===== src/lf_rx_map.svh =====
// Register offsets, field positions, reset values and counts of the LF receive block
`ifndef LF_RX_MAP_SVH
`define LF_RX_MAP_SVH
// Register indices; byte address is four times the index
`define IDX_FLAGS     8'h24
`define IDX_RX_BYTE   8'h25
`define IDX_ID_LOW    8'h26
`define IDX_ID_HIGH   8'h27
`define IDX_IRQ_STAT  8'h30
`define IDX_IRQ_MASK  8'h31
`define IDX_CTRL      8'h32
// Flag and interrupt bit positions
`define BIT_ACK       0
`define BIT_EOM       2
`define BIT_OVF       3
`define BIT_IDM       4
`define BIT_CAR       5
`define BIT_ERR       6
`define BIT_RDY       7
// Control register fields
`define POS_SEL       0
`define POS_ID_IE     2
`define POS_ERR_IE    3
// Reset values
`define RST_BYTE      8'h00
`define RST_ID        8'h00
`define RST_MASK      8'h00
// Frame counts
`define ID_LAST_BIT   5'h0F
`define BYTE_LAST_BIT 5'h07
`endif


===== src/lf_rx_pkg.sv =====
// Types shared by the LF receive data, ID and flag block
`default_nettype none
package lf_rx_pkg;
	// Six receive flags
	typedef struct packed {
		logic rdy;
		logic err;
		logic car;
		logic idm;
		logic ovf;
		logic eom;
	} flags_t;
	// Software control settings
	typedef struct packed {
		logic       err_ie;
		logic       id_ie;
		logic [1:0] sel;
	} ctrl_t;
	// Compare kinds of the ID select field
	typedef enum logic [1:0] {
		SEL_OFF  = 2'h0,
		SEL_LOW  = 2'h1,
		SEL_HIGH = 2'h2,
		SEL_BOTH = 2'h3
	} id_sel_t;
	// Receive sequencer states
	typedef enum logic [1:0] {
		ST_IDLE,
		ST_ID,
		ST_DATA,
		ST_DROP
	} rx_state_t;
endpackage
`default_nettype wire


===== src/lf_rx_data_id_flags.sv =====
// LF receive data holding, wake-up ID compare and receive flags, Avalon-MM slave
//
// Local design decision: the Avalon-MM interface to the registers.
`timescale 1ns/1ps
`default_nettype none
`include "lf_rx_map.svh"
module lf_rx_data_id_flags
(
	// Clock and reset
	input  wire logic        i_clk_sys,
	input  wire logic        i_srst,
	// Avalon-MM slave
	input  wire logic [9:0]  i_avs_address,
	input  wire logic        i_avs_read,
	input  wire logic        i_avs_write,
	input  wire logic [31:0] i_avs_writedata,
	input  wire logic [3:0]  i_avs_byteenable,
	output var  logic [31:0] o_avs_readdata,
	output var  logic        o_avs_waitrequest,
	// Demodulator link, asynchronous
	input  wire logic        i_lf_frame,
	input  wire logic        i_lf_bit,
	input  wire logic        i_lf_bit_tgl,
	input  wire logic        i_lf_carrier,
	input  wire logic        i_lf_code_err,
	input  wire logic        i_lf_sample_err,
	input  wire logic        i_lf_eom,
	// Interrupt and wake
	output var  logic        o_irq,
	output var  logic        o_wake
);
	////////////////////////////////////////////////////////////////////////////
	// Declarations
	localparam int NL = 7;          // Number of link inputs
	logic [NL-1:0]          lnk_m;  // First synchroniser stage
	logic [NL-1:0]          lnk_s;  // Second stage, stable
	logic [NL-1:0]          lnk_d;  // Delayed copy for edges
	logic                   frame;  // Frame level
	logic                   rx_bit; // Sampled data bit
	logic                   bit_evt;// One new bit
	logic                   car_evt;// Carrier rise
	logic                   err_evt;// Code or sample error rise
	logic                   eom_evt;// End of message rise
	logic                   frame_rise;
	lf_rx_pkg::rx_state_t   state;
	logic [4:0]             bit_cnt;
	logic [15:0]            id_shift;
	logic [7:0]             byte_shift;
	logic                   frame_bytes; // A byte landed this frame
	logic [7:0]             rx_byte_holding;
	logic [7:0]             wake_id_low;
	logic [7:0]             wake_id_high;
	logic                   byte_unread;
	lf_rx_pkg::flags_t      flags;
	lf_rx_pkg::ctrl_t       ctrl;
	logic [7:0]             irq_stat;
	logic [7:0]             irq_mask;
	logic                   flag_ack_strobe;
	logic                   acc;    // Access taken this edge
	logic                   wr;
	logic                   rd;
	logic [7:0]             idx;
	logic [7:0]             next_shift;
	logic [15:0]            next_id;
	logic                   load_evt;
	logic [7:0]             load_val;
	logic                   id_hit;
	logic                   id_miss;
	lf_rx_pkg::flags_t      set;
	logic [7:0]             set_vec;
	////////////////////////////////////////////////////////////////////////////
	// Functions
	// Compare received ID against the stored halves per select
	function automatic logic id_ok(
		input logic [1:0]  sel,
		input logic [15:0] rid,
		input logic [7:0]  lo,
		input logic [7:0]  hi
	);
		case (lf_rx_pkg::id_sel_t'(sel))
			lf_rx_pkg::SEL_LOW:  id_ok = (rid[7:0] == lo);
			lf_rx_pkg::SEL_HIGH: id_ok = (rid[15:8] == hi);
			lf_rx_pkg::SEL_BOTH: id_ok = (rid == {hi, lo});
			default:             id_ok = 1'b1;
		endcase
	endfunction

	// Flags in register layout
	function automatic logic [7:0] flag_byte(input lf_rx_pkg::flags_t f);
		flag_byte = 8'h00;
		flag_byte[`BIT_RDY] = f.rdy;
		flag_byte[`BIT_ERR] = f.err;
		flag_byte[`BIT_CAR] = f.car;
		flag_byte[`BIT_IDM] = f.idm;
		flag_byte[`BIT_OVF] = f.ovf;
		flag_byte[`BIT_EOM] = f.eom;
	endfunction
	////////////////////////////////////////////////////////////////////////////
	// Link synchroniser
	// Bit and toggle share stages so they stay aligned
	always_ff @(posedge i_clk_sys)
	begin
		if (i_srst)
		begin
			lnk_m <= '0;
			lnk_s <= '0;
			lnk_d <= '0;
		end
		else
		begin
			lnk_m <= {i_lf_eom, i_lf_sample_err, i_lf_code_err,
				i_lf_carrier, i_lf_bit_tgl, i_lf_bit, i_lf_frame};
			lnk_s <= lnk_m;
			lnk_d <= lnk_s;
		end
	end

	// Events from the stable and delayed stages only
	assign frame      = lnk_s[0];
	assign rx_bit     = lnk_s[1];
	assign frame_rise = lnk_s[0] & ~lnk_d[0];
	assign bit_evt    = (lnk_s[2] ^ lnk_d[2]) & frame;
	assign car_evt    = lnk_s[3] & ~lnk_d[3] & ~frame;
	assign err_evt    = ((lnk_s[4] & ~lnk_d[4]) | (lnk_s[5] & ~lnk_d[5])) & frame;
	assign eom_evt    = lnk_s[6] & ~lnk_d[6] & frame;
	////////////////////////////////////////////////////////////////////////////
	// Bus decode
	assign acc = (i_avs_read | i_avs_write) & ~o_avs_waitrequest;
	assign wr  = acc & i_avs_write & i_avs_byteenable[0];
	assign rd  = acc & i_avs_read;
	assign idx = i_avs_address[9:2];
	////////////////////////////////////////////////////////////////////////////
	// Receive decisions
	// Byte completion, partial byte on error, and ID verdict
	always_comb
	begin
		next_shift = {byte_shift[6:0], rx_bit};
		next_id    = {id_shift[14:0], rx_bit};
		load_evt   = 1'b0;
		load_val   = next_shift;
		id_hit     = 1'b0;
		id_miss    = 1'b0;
		if (state == lf_rx_pkg::ST_DATA && bit_evt && bit_cnt == `BYTE_LAST_BIT)
			load_evt = 1'b1;
		else if (state == lf_rx_pkg::ST_DATA && err_evt && bit_cnt != 5'h00)
		begin
			// Bits before the error still reach software
			load_evt = 1'b1;
			load_val = byte_shift;
		end
		if (state == lf_rx_pkg::ST_ID && bit_evt && bit_cnt == `ID_LAST_BIT)
		begin
			if (id_ok(ctrl.sel, next_id, wake_id_low, wake_id_high))
				id_hit = 1'b1;
			else
				id_miss = 1'b1;
		end
	end
	// Flag set terms
	always_comb
	begin
		set      = '0;
		set.rdy  = load_evt;
		set.ovf  = load_evt & flags.rdy & byte_unread;
		set.idm  = id_hit;
		set.car  = car_evt;
		// Mismatch only counts when error interrupt is on
		set.err  = err_evt | (id_miss & ctrl.err_ie)
			| (eom_evt & frame_bytes);
		set.eom  = eom_evt & frame_bytes & (bit_cnt == 5'h00);
		set_vec  = flag_byte(set);
	end
	////////////////////////////////////////////////////////////////////////////
	// Receive sequencer
	// ID phase first when checking is on, then data bytes
	always_ff @(posedge i_clk_sys)
	begin
		if (i_srst)
		begin
			state      <= lf_rx_pkg::ST_IDLE;
			bit_cnt    <= 5'h00;
			id_shift   <= 16'h0000;
			byte_shift <= 8'h00;
		end
		else if (!frame)
		begin
			state      <= lf_rx_pkg::ST_IDLE;
			bit_cnt    <= 5'h00;
			byte_shift <= 8'h00;
		end
		else
		begin
			case (state)
				lf_rx_pkg::ST_IDLE:
				begin
					// Select off skips the ID phase
					if (frame_rise)
						state <= (ctrl.sel == 2'h0) ? lf_rx_pkg::ST_DATA
							: lf_rx_pkg::ST_ID;
					bit_cnt <= 5'h00;
				end
				lf_rx_pkg::ST_ID:
				begin
					if (bit_evt)
					begin
						id_shift <= next_id;
						bit_cnt  <= bit_cnt + 5'h01;
					end
					// A rejected ID drops the rest of the frame
					if (id_hit)
					begin
						state   <= lf_rx_pkg::ST_DATA;
						bit_cnt <= 5'h00;
					end
					else if (id_miss)
						state <= lf_rx_pkg::ST_DROP;
				end
				lf_rx_pkg::ST_DATA:
				begin
					if (load_evt)
						bit_cnt <= 5'h00;
					else if (bit_evt)
						bit_cnt <= bit_cnt + 5'h01;
					// Start each byte empty so a partial one carries no stale bits
					if (load_evt)
						byte_shift <= 8'h00;
					else if (bit_evt)
						byte_shift <= next_shift;
				end
				lf_rx_pkg::ST_DROP:
					bit_cnt <= 5'h00;
				default:
					state <= lf_rx_pkg::ST_IDLE;
			endcase
		end
	end
	// Remembers a byte landed, for end-of-message
	always_ff @(posedge i_clk_sys)
	begin
		if (i_srst || frame_rise)
			frame_bytes <= 1'b0;
		else if (load_evt)
			frame_bytes <= 1'b1;
	end
	////////////////////////////////////////////////////////////////////////////
	// Holding and ID registers
	// Holding register: loaded only by the receiver
	always_ff @(posedge i_clk_sys)
	begin
		if (i_srst)
			rx_byte_holding <= `RST_BYTE;
		else if (load_evt)
			rx_byte_holding <= load_val;
	end
	// Unread marker; a load in the read cycle wins
	always_ff @(posedge i_clk_sys)
	begin
		if (i_srst)
			byte_unread <= 1'b0;
		else if (load_evt)
			byte_unread <= 1'b1;
		else if (rd && idx == `IDX_RX_BYTE)
			byte_unread <= 1'b0;
	end

	// ID halves and control, software written
	always_ff @(posedge i_clk_sys)
	begin
		if (i_srst)
		begin
			wake_id_low  <= `RST_ID;
			wake_id_high <= `RST_ID;
			ctrl         <= '0;
			irq_mask     <= `RST_MASK;
		end
		else if (wr)
		begin
			case (idx)
				`IDX_ID_LOW:   wake_id_low  <= i_avs_writedata[7:0];
				`IDX_ID_HIGH:  wake_id_high <= i_avs_writedata[7:0];
				`IDX_CTRL:     ctrl         <= i_avs_writedata[3:0];
				`IDX_IRQ_MASK: irq_mask     <= i_avs_writedata[7:0];
				default:       ;
			endcase
		end
	end

	////////////////////////////////////////////////////////////////////////////
	// Flags and acknowledge
	// Strobe lives one cycle; a zero write leaves it low
	always_ff @(posedge i_clk_sys)
	begin
		if (i_srst)
			flag_ack_strobe <= 1'b0;
		else
			flag_ack_strobe <= wr && idx == `IDX_FLAGS
				&& i_avs_writedata[`BIT_ACK];
	end
	// Clear by strobe, set wins in the same cycle
	always_ff @(posedge i_clk_sys)
	begin
		if (i_srst)
			flags <= '0;
		else if (flag_ack_strobe)
			flags <= set;
		else
			flags <= flags | set;
	end
	////////////////////////////////////////////////////////////////////////////
	// Interrupts
	// Sticky status; a read clears only the bits it reported, so an event
	// landing between capture and take is not lost; set wins
	always_ff @(posedge i_clk_sys)
	begin
		if (i_srst)
			irq_stat <= 8'h00;
		else if (rd && idx == `IDX_IRQ_STAT)
			irq_stat <= (irq_stat & ~o_avs_readdata[7:0]) | set_vec;
		else
			irq_stat <= irq_stat | set_vec;
	end
	// Level interrupt from unmasked status
	always_ff @(posedge i_clk_sys)
	begin
		if (i_srst)
			o_irq <= 1'b0;
		else
			o_irq <= |(irq_stat & irq_mask);
	end
	// Wake pulse on accepted ID or enabled error
	always_ff @(posedge i_clk_sys)
	begin
		if (i_srst)
			o_wake <= 1'b0;
		else
			o_wake <= (id_hit & ctrl.id_ie)
				| (set.err & ctrl.err_ie);
	end

	////////////////////////////////////////////////////////////////////////////
	// Bus response
	// One wait cycle per access keeps read data registered
	always_ff @(posedge i_clk_sys)
	begin
		if (i_srst)
			o_avs_waitrequest <= 1'b1;
		else
			o_avs_waitrequest <= ~((i_avs_read | i_avs_write) & o_avs_waitrequest);
	end
	// Read data captured in the wait cycle; unmapped reads zero
	always_ff @(posedge i_clk_sys)
	begin
		if (i_srst)
			o_avs_readdata <= 32'h0000_0000;
		else if (i_avs_read && o_avs_waitrequest)
		begin
			case (idx)
				`IDX_FLAGS:    o_avs_readdata <= {24'h0, flag_byte(flags)};
				`IDX_RX_BYTE:  o_avs_readdata <= {24'h0, rx_byte_holding};
				`IDX_ID_LOW:   o_avs_readdata <= {24'h0, wake_id_low};
				`IDX_ID_HIGH:  o_avs_readdata <= {24'h0, wake_id_high};
				`IDX_IRQ_STAT: o_avs_readdata <= {24'h0, irq_stat};
				`IDX_IRQ_MASK: o_avs_readdata <= {24'h0, irq_mask};
				`IDX_CTRL:     o_avs_readdata <= {28'h0, ctrl};
				default:       o_avs_readdata <= 32'h0000_0000;
			endcase
		end
	end
endmodule // lf_rx_data_id_flags
`default_nettype wire


===== config.mk =====
export PLATFORM = sky130hd
export DESIGN_NAME = lf_rx_data_id_flags
export DESIGN_NICKNAME = d
export VERILOG_FILES = /design/src/lf_rx_pkg.sv /design/src/lf_rx_data_id_flags.sv
export VERILOG_INCLUDE_DIRS = /design/src
export SDC_FILE = /design/constraint.sdc
export NUM_CORES = 1
export LEC_CHECK = 0
export BUFFER_PORTS_ARGS = -buffer_cell sky130_fd_sc_hd__buf_2
export CAP_MARGIN = 20
export CORE_MARGIN = 2
export CORE_UTILIZATION = 40
export CTS_CLUSTER_DIAMETER = 80
export CTS_CLUSTER_SIZE = 30
export DETAILED_ROUTE_END_ITERATION = 16
export HOLD_SLACK_MARGIN = 0.08
export RECOVER_POWER = 25
export REMOVE_ABC_BUFFERS = 1
export SYNTH_ARGS = -nofsm -noshare
export SYNTH_HDL_FRONTEND = slang
export SYNTH_SLANG_ARGS = --single-unit

===== constraint.sdc =====
create_clock -name i_clk_sys -period 3.7 [get_ports i_clk_sys]
set_clock_uncertainty 0.15 [all_clocks]
set_input_delay 0.37 -clock i_clk_sys [delete_from_list [all_inputs] [get_ports i_clk_sys]]
set_output_delay 0.37 -clock i_clk_sys [all_outputs]
set_load 0.01 [all_outputs]

Word level (Yosys, flattened, before mapping)
Cells that the tools add are included.
Widths: inputs -> output; s select.
{"block": "word_totals", "register_bits": 139, "output_inout_bits": 35}
{"block": "op_classes", "addsub": 1, "eq_ne": 20, "muxes": 26, "bitwise": 41, "n_reduce_logical": 29}
{"cell": "$eq 8x6->1 const B", "n": 7}
{"cell": "$pmux 8 s7", "n": 1}
{"cell": "$mux 8", "n": 5}
{"cell": "$and 1x1->1", "n": 21}
{"cell": "$and 8x8->8", "n": 2}
{"cell": "$eq 16x16->1", "n": 1}
{"cell": "$eq 8x8->1", "n": 2}
{"cell": "$or 8x8->8", "n": 2}
{"cell": "$mux 5", "n": 3}
{"cell": "$pmux 5 s3", "n": 1}
{"cell": "$logic_and 1x1->1", "n": 11}
{"cell": "$reduce_and 2->1", "n": 5}
{"cell": "$mux 1", "n": 9}
{"cell": "$eq 2x2->1 const B", "n": 4}
{"cell": "$mux 2", "n": 4}
{"cell": "$not 1->1", "n": 8}
{"cell": "$not 8->8", "n": 1}
{"cell": "$reduce_or 8->1", "n": 1}
{"cell": "$mux 6", "n": 1}
{"cell": "$or 6x6->6", "n": 1}
{"cell": "$reduce_and 3->1", "n": 2}
{"cell": "$reduce_bool 2->1", "n": 3}
{"cell": "$add 5x1->5 const B", "n": 1}
{"cell": "$eq 5x3->1 const B", "n": 1}
{"cell": "13 further kinds", "n": 20}

Longest topological paths before layout
Gate-level depths: netlist of the first run.
{"block": "depth", "ltp_word": 12, "ltp_mapped": 7}

Worst setup path after synthesis of the first run
Ideal clock, no wire load.
{"block": "synth_timing", "path_type": "input -> register", "start": "input port i_avs_address[5]", "end": "register wake_id_high[0]", "arrival_time_ps": 1633, "t_required_ps": 3422, "slack_ps": 1789, "stages": 5, "path_buffers": 0, "cell_sequence": "nor4b_4 > nand2_4 > nor3_4 > mux2i_1 > nor2_1"}
{"block": "synth_via", "elab_chain_cells": 2}
{"element": "start: declaration", "line_no": "lf_rx_data_id_flags.sv:13", "text": "input wire logic [9:0] i_avs_address,"}
{"element": "$eq 8x6->1", "line_no": "lf_rx_data_id_flags.sv:278", "text": "case (idx)"}
{"element": "$reduce_and 2->1 (no source line)"}
{"element": "end signal: assignment", "line_no": "lf_rx_data_id_flags.sv:272", "text": "wake_id_high <= `RST_ID;"}
{"element": "end signal: assignment", "line_no": "lf_rx_data_id_flags.sv:280", "text": "`IDX_ID_HIGH: wake_id_high <= i_avs_writedata[7:0];"}
{"element": "end: declaration", "line_no": "lf_rx_data_id_flags.sv:52", "text": "logic [7:0] wake_id_high;"}
No other way between the ends.
A chain may end at the register's enable or synchronous reset.

Worst setup path in the final report of the first run
{"block": "layout_timing", "start": "register lnk_s[2]", "end": "register flags[2] (netlist bit)"}
{"block": "layout_via", "elab_chain_cells": 7}
{"element": "start: declaration", "line_no": "lf_rx_data_id_flags.sv:36", "text": "logic [NL-1:0] lnk_s;"}
{"element": "start signal: assignment", "line_no": "lf_rx_data_id_flags.sv:113", "text": "lnk_s <= lnk_m;"}
{"element": "$xor 1x1->1 (*)", "line_no": "lf_rx_data_id_flags.sv:122", "text": "assign bit_evt = (lnk_s[2] ^ lnk_d[2]) & frame;"}
{"element": "$and 1x1->1 (*)", "line_no": "lf_rx_data_id_flags.sv:122"}
{"element": "$logic_and 1x1->1 (*)", "line_no": "lf_rx_data_id_flags.sv:151", "text": "if (state == lf_rx_pkg::ST_ID && bit_evt && bit_cnt == `ID_LAST_BIT)"}
{"element": "$logic_and 1x1->1 (no source line) (*)"}
{"element": "$mux 1 (*)", "line_no": "lf_rx_data_id_flags.sv:151"}
{"element": "$or 6x6->6", "line_no": "lf_rx_data_id_flags.sv:307", "text": "flags <= flags | set;"}
{"element": "$mux 6 (*)", "line_no": "lf_rx_data_id_flags.sv:304", "text": "else if (flag_ack_strobe)"}
{"element": "end signal: assignment", "line_no": "lf_rx_data_id_flags.sv:305", "text": "flags <= set;"}
{"element": "end signal: assignment", "line_no": "lf_rx_data_id_flags.sv:307"}
{"element": "end: declaration", "line_no": "lf_rx_data_id_flags.sv:54", "text": "lf_rx_pkg::flags_t flags;"}
Every way passes the cells marked *; elsewhere a longest branch is shown, timed or not.

==> results_dict.tcl, run 1 <==
set metrics [dict create \
    dp_hpwl_mm 8.70 \
    die-height_um 117 \
    buffer_ports.inserted 38 \
    core_area_um2 12600 \
    slew_headroom_pct 16.1 \
    synth_seq_cells 114 \
    flow.area_growth_from_synthesis_pct 19.1 \
    cts_tree "built" \
    clock_tree.root_cell "sky130_fd_sc_hd__clkbuf_16" \
    initial_drt_markers 329 \
    holdCritPathClass "input pin to register" \
    endpoint_kind "register" \
    worst-setup-path-type "register to register" \
    period_minus_slack_ns 2.44 \
    grt_use_met2_pct 31.1 \
    report.final.hold_viol_count 0 \
    total_of_endpoints_with_negative_setup_slack_in_the_final_report 0 \
    fp-row-count 41 \
    multi_input_area_um2 2610 \
    grt_antenna_before_repair 0 \
    synthFlopType "sky130_fd_sc_hd__dfxtp_1" \
    cts.sink_count 114 \
    kind_of_start_point_of_the_critical_path "register" \
    post_synth_inst_count 560 \
    grt_overflow_total 0 \
    utilization_pct 48.6 \
    cp_max_fo 17 \
    critPathArrivalTime_ns 2.65 \
    path_clk_slew_ns 0.05 \
    slowest_delay_ns 0.58 \
    timing.rr.start "lnk_s[2]" \
    drive_gt1_share_pct 12.9 \
    synthesis.yosys.warnings 0 \
    sequential_area_share_after_synthesis_pct 44.5 \
    outcome "completed" \
    via_count_of_the_first_global_routing_pass 3843 \
    worst_skew_pair_later_pin_latency_ns 0.41 \
    ff2ff_path_depth 5 \
    design.portCount 92 \
    vias 4107 \
    grt.met3_usage_pct 5.41 \
    initial_core_util_pct 40.8 \
    die_footprint_um2 13800 \
    overall_fraction_of_global_route_tracks_in_use_pct 18.9 \
    postCtsSetupRepairBufs 0 \
    synthArstFlopShare_pct 0 \
    tightestPinTransition_ns 1.26 \
    min_path_cells 3 \
    grt_max_degree 64 \
    cts-htree-levels 4 \
    total_routed_length_mm 12.3 \
    number_of_nets_in_the_layout 661 \
    global_route_wire_length_before_repair_mm 19.5 \
    area.sequential_um2 2280 \
    worstHoldStart "i_avs_writedata[2]" \
    layout_common_cells "sky130_fd_sc_hd__dfxtp_1 (114), sky130_fd_sc_hd__nand2_1 (65), sky130_fd_sc_hd__nor2_1 (51)" \
    vias_cell 5.23 \
    vdd_drop_max_v 0.000339 \
    setup_tns_ns 0 \
    layout.filler_cells 1196 \
    layout.cells.most_common "sky130_fd_sc_hd__dfxtp_1" \
    groute.layer.met1.usage_pct 23.2 \
    required_ns 3.91 \
    route.antenna.remaining_nets 0 \
    max_clock_freq_mhz 409 \
    synthesis.area_per_instance_um2 9.17 \
    final-max-slew-violation-count 0 \
    static-leakage-power_nw 2.40 \
    synth_cell_type_count 58 \
    cts_max_path_buffers 2 \
    route.detailed.drc 0 \
    power.density_nw_per_um2 521 \
    period_share_pct 66.0 \
    antenna_cells_inserted 0 \
    drt-pass1-iter-count 5 \
    synth_edf_count 0 \
    globalRoute.busiestLayer "met2" \
    worst_path_max_delay_cell "sky130_fd_sc_hd__nor4_4" \
    crit_path_cell_trace "xor2_1, and2_1, nand2_2, nor4_4, o21a_1" \
    netlist_area_um2 5130 \
    dieWidth_um 117 \
    setup.worst_path.start "lnk_s[2]" \
    finalWeightedCongestion 0.857 \
    cts-buffers-inserted 17 \
    maxCapViolations 0 \
    grt_setup_unrepaired "false" \
    post_drt_wl_per_cell_um 15.7 \
]
[final cells by class]
cell class	instances	area share (%)
Clock buffer	23	7.98
Timing Repair Buffer	52	5.10
Inverter	9	0.553
Multi-Input combinational cell	407	42.7
Sequential cell	114	37.3
Tap cell	172	3.52
Clock inverter	9	2.87
[state kept, by name, summed over array words and instances (netlist names), 2 cells and up]
name	cells
irq_mask	8
bit_cnt	5
lnk_d	6
irq_stat	8
ctrl	4
byte_shift	8
flags	6
o_avs_readdata	8
lnk_m	7
id_shift	15
wake_id_low	8
rx_byte_holding	8
state	2
wake_id_high	8
lnk_s	7
[power breakdown]
part,internal (mW),switching [mW],total (mW)
logic,0.0383,0.0721,0.110
registers,1.24,0.00749,1.25
clock network,1.26,0.563,1.83
[synthesized netlist by cell type (8+ instances only)]
cell,count,share of area [%]
sky130_fd_sc_hd__nand2_1,65,4.8
sky130_fd_sc_hd__a211oi_1,8,1.2
sky130_fd_sc_hd__xor2_1,19,3.2
sky130_fd_sc_hd__inv_1,9,0.66
sky130_fd_sc_hd__nor4_1,9,1.1
sky130_fd_sc_hd__dfxtp_1,114,44
sky130_fd_sc_hd__nor2_1,51,3.7
sky130_fd_sc_hd__a22oi_1,13,1.9
sky130_fd_sc_hd__a21oi_1,35,3.4
sky130_fd_sc_hd__clkbuf_1,22,1.6
sky130_fd_sc_hd__a22o_1,10,1.7
sky130_fd_sc_hd__nand3_1,16,1.6
sky130_fd_sc_hd__buf_4,24,3.5
sky130_fd_sc_hd__mux2i_1,41,8.0
sky130_fd_sc_hd__nor2b_1,27,3.3
[routing by layer]
metal	share of wire (%)	routed length, um	vias to the layer above
li1	-	-	2009
met1	43	5350	1955
met2	49	6090	125
met3	5.8	719	18
met4	1.4	176	0
met5	0	0	-
[stage by stage]
step	hold slack, ns	area (um2)	total power [mW]	std cells	worst slack (ns)
floorplan	0.264	4920	1.32	530	1.73
global placement	0.269	5340	1.37	741	1.19
detailed placement	0.273	5340	1.37	741	1.16
CTS	0.104	6130	3.21	786	1.26
global route	0.119	6110	3.28	786	1.08
finish	0.120	6110	3.18	786	1.26
[final timing paths]
| kind | endpoint | slack [ns] |
|---|---|---|
| setup / recovery | flags[2] | 1.26 |
| hold / removal | wake_id_high[2] | 0.12 |
| setup reg to reg | flags[2] | 1.26 |
| hold reg to reg | lnk_s[1] | 0.28 |
[cell families (layout without fill, tap and decap cells)]
kind of cell	count (synthesis)	count (layout)	synth area share, %
muxes	48	48	9.53
AOI/OAI and AO/OA	107	107	14.2
adders and majority gates	3	3	0.731
other	1	24	0.0730
buffers and inverters	62	93	6.43
DFF	114	114	44.5
xor gates and xnor gates	20	20	3.41
and+or+nand+nor	205	205	21.2
[critical path: cells and delay by family (launching register included)]
kind | cells | cell delay [ns]
flops | 1 | 0.33
compound gates | 1 | 0.20
xor+xnor | 1 | 0.39
simple gates | 3 | 1.31
[what timing repair did]
item / in CTS / in global routing
hold buffers: 13 / 0
resized for setup: 0 / 0
hold endpoints to repair: 18 / 0
Power figures use the tool's default switching activity.
==> inputs of run 2 (changes only) <==
==> constraint.sdc (replaced) <==
create_clock -name i_clk_sys -period 2.3 [get_ports i_clk_sys]
set_clock_uncertainty 0.15 [all_clocks]
set_input_delay 0.23 -clock i_clk_sys [delete_from_list [all_inputs] [get_ports i_clk_sys]]
set_output_delay 0.23 -clock i_clk_sys [all_outputs]
set_load 0.01 [all_outputs]
==> results_dict.tcl, run 2 (synthesis results as in run 1) <==
set metrics [dict create \
    dieWidth_um 117 \
    total_of_endpoints_with_negative_setup_slack_in_the_final_report 0 \
    ff2ff_path_depth 5 \
    crit_path_cell_trace "xor2_1, nor4_1, a21boi_0, nor4_4, o21a_1" \
    period_minus_slack_ns 2.19 \
    largest_register_ff_count 15 \
    layout.cells.most_common "sky130_fd_sc_hd__dfxtp_1" \
    holdPathEnd "o_avs_readdata[1]" \
    route.antenna.remaining_nets 0 \
    regToRegEndpoint "flags[2]" \
    clock_tree.root_cell "sky130_fd_sc_hd__clkbuf_16" \
    setup_tns_ns 0 \
    place_inst 758 \
    die-height_um 117 \
    flow.area_growth_from_synthesis_pct 21.4 \
    overall_fraction_of_global_route_tracks_in_use_pct 18.8 \
    grt_setup_unrepaired "false" \
    total_routed_length_mm 12.6 \
    cts-htree-levels 4 \
    static-leakage-power_nw 2.48 \
    postCtsSetupRepairBufs 0 \
    worst-setup-path-type "register to register" \
    final-max-slew-violation-count 0 \
    multi_input_area_um2 2610 \
    timing.rr.start "id_shift[3]" \
    antenna_cells_inserted 0 \
    required_ns 2.50 \
    holdCritPathClass "input pin to register" \
    grt_antenna_before_repair 0 \
    via_count_of_the_first_global_routing_pass 3905 \
    vdd_drop_max_v 0.000545 \
    report.final.hold_viol_count 0 \
    area.sequential_um2 2280 \
    worst_skew_pair_later_pin_latency_ns 0.40 \
    grt_overflow_total 0 \
    cp_max_fo 7 \
    power.density_nw_per_um2 789 \
    tightestPinTransition_ns 1.31 \
    worstHoldStart "i_avs_read" \
    top_register_by_number_of_flip_flops "id_shift" \
    max_clock_freq_mhz 456 \
    slowest_delay_ns 0.51 \
    global_route_wire_length_before_repair_mm 19.6 \
    min_path_cells 4 \
    core_area_um2 12600 \
    path_clk_slew_ns 0.05 \
    post_drt_wl_per_cell_um 15.6 \
    fp-row-count 41 \
    buffer_ports.inserted 38 \
    route.detailed.drc 0 \
    drt-pass1-iter-count 5 \
    drive_gt1_share_pct 15.1 \
    finish.cell_count_without_fillers 807 \
    cts.sink_count 114 \
    vias_cell 5.17 \
    worst_path_max_delay_cell "sky130_fd_sc_hd__nor4_4" \
    grt_max_degree 65 \
    vias 4171 \
    kind_of_start_point_of_the_critical_path "register" \
    cts_max_path_buffers 2 \
    maxCapViolations 0 \
    outcome "completed" \
    die_footprint_um2 13800 \
    endpoint_kind "register" \
    cts-buffers-inserted 17 \
    setup.reg_to_reg.worst_slack_ns 0.11 \
    layout.filler_cells 1166 \
    design.portCount 92 \
    number_of_nets_in_the_layout 682 \
    period_share_pct 95.3 \
    cts_tree "built" \
    dp_hpwl_mm 9.04 \
    slew_headroom_pct 12.5 \
    finalWeightedCongestion 0.887 \
    initial_drt_markers 292 \
    layout_common_cells "sky130_fd_sc_hd__dfxtp_1 (114), sky130_fd_sc_hd__nand2_1 (65), sky130_fd_sc_hd__nor2_1 (51)" \
    initial_core_util_pct 40.8 \
    critPathArrivalTime_ns 2.39 \
]
[run 2: what timing repair did]
action,4_1_cts,5_1_grt
hold buffers,17,0
gates resized for setup,0,0
endpoints found under the hold margin,37,0
[run 2: where the power goes]
group	total, mW	internal, mW	switching, mW
clock network	2.71	1.83	0.884
logic	0.193	0.0742	0.119
registers	2.01	2.00	0.0107
total	4.91	3.90	1.01
[run 2: area by class of cell]
class,count,share of cell area (%)
inverter,9,0.542
clock inverter,11,2.57
clock buffer,21,7.23
tap,172,3.45
multi-input combinational,407,41.9
timing repair buffer,73,7.71
sequential,114,36.6
[run 2: worst max-delay path: cells and delay by family (launching register included)]
family           cells  cell delay [ns]
XOR/XNOR             1             0.17
AND/OR/NAND/NOR      2             0.94
flip-flops           1             0.34
AO/OA/AOI/OAI        2             0.52
[run 2: through the flow]
stage               total power [mW]  hold WS (ns)  area, um2  worst slack [ns]  utilization (%)
global route                    5.06         0.131       6230            0.0194             49.6
global placement                2.21         0.269       5460             0.221             43.5
finish                          4.91         0.112       6230             0.108             49.6
detailed placement              2.22         0.275       5460             0.171             43.5
CTS                             4.95        0.0976       6240             0.161             49.7
floorplan                       2.12         0.149       4920             0.388                -
[run 2: worst max-delay path by stage]
stage                        to  cells after the start             start
floorplan              flags[2]                      5          lnk_s[2]
global placement    irq_stat[6]                      6  i_avs_address[5]
detailed placement   bit_cnt[2]                      5       id_shift[4]
CTS                  bit_cnt[2]                      5       id_shift[3]
global route         bit_cnt[1]                      5       id_shift[3]
finish                 flags[2]                      5       id_shift[3]
[run 2: routing by layer]
layer  part of all wire, %  track usage, %  wire length (um)
met1                    45            23.2              5620
met2                    50            32.3              6250
met3                   4.6            4.69               574
met4                   1.1            5.88               144
met5                     0               0                 0
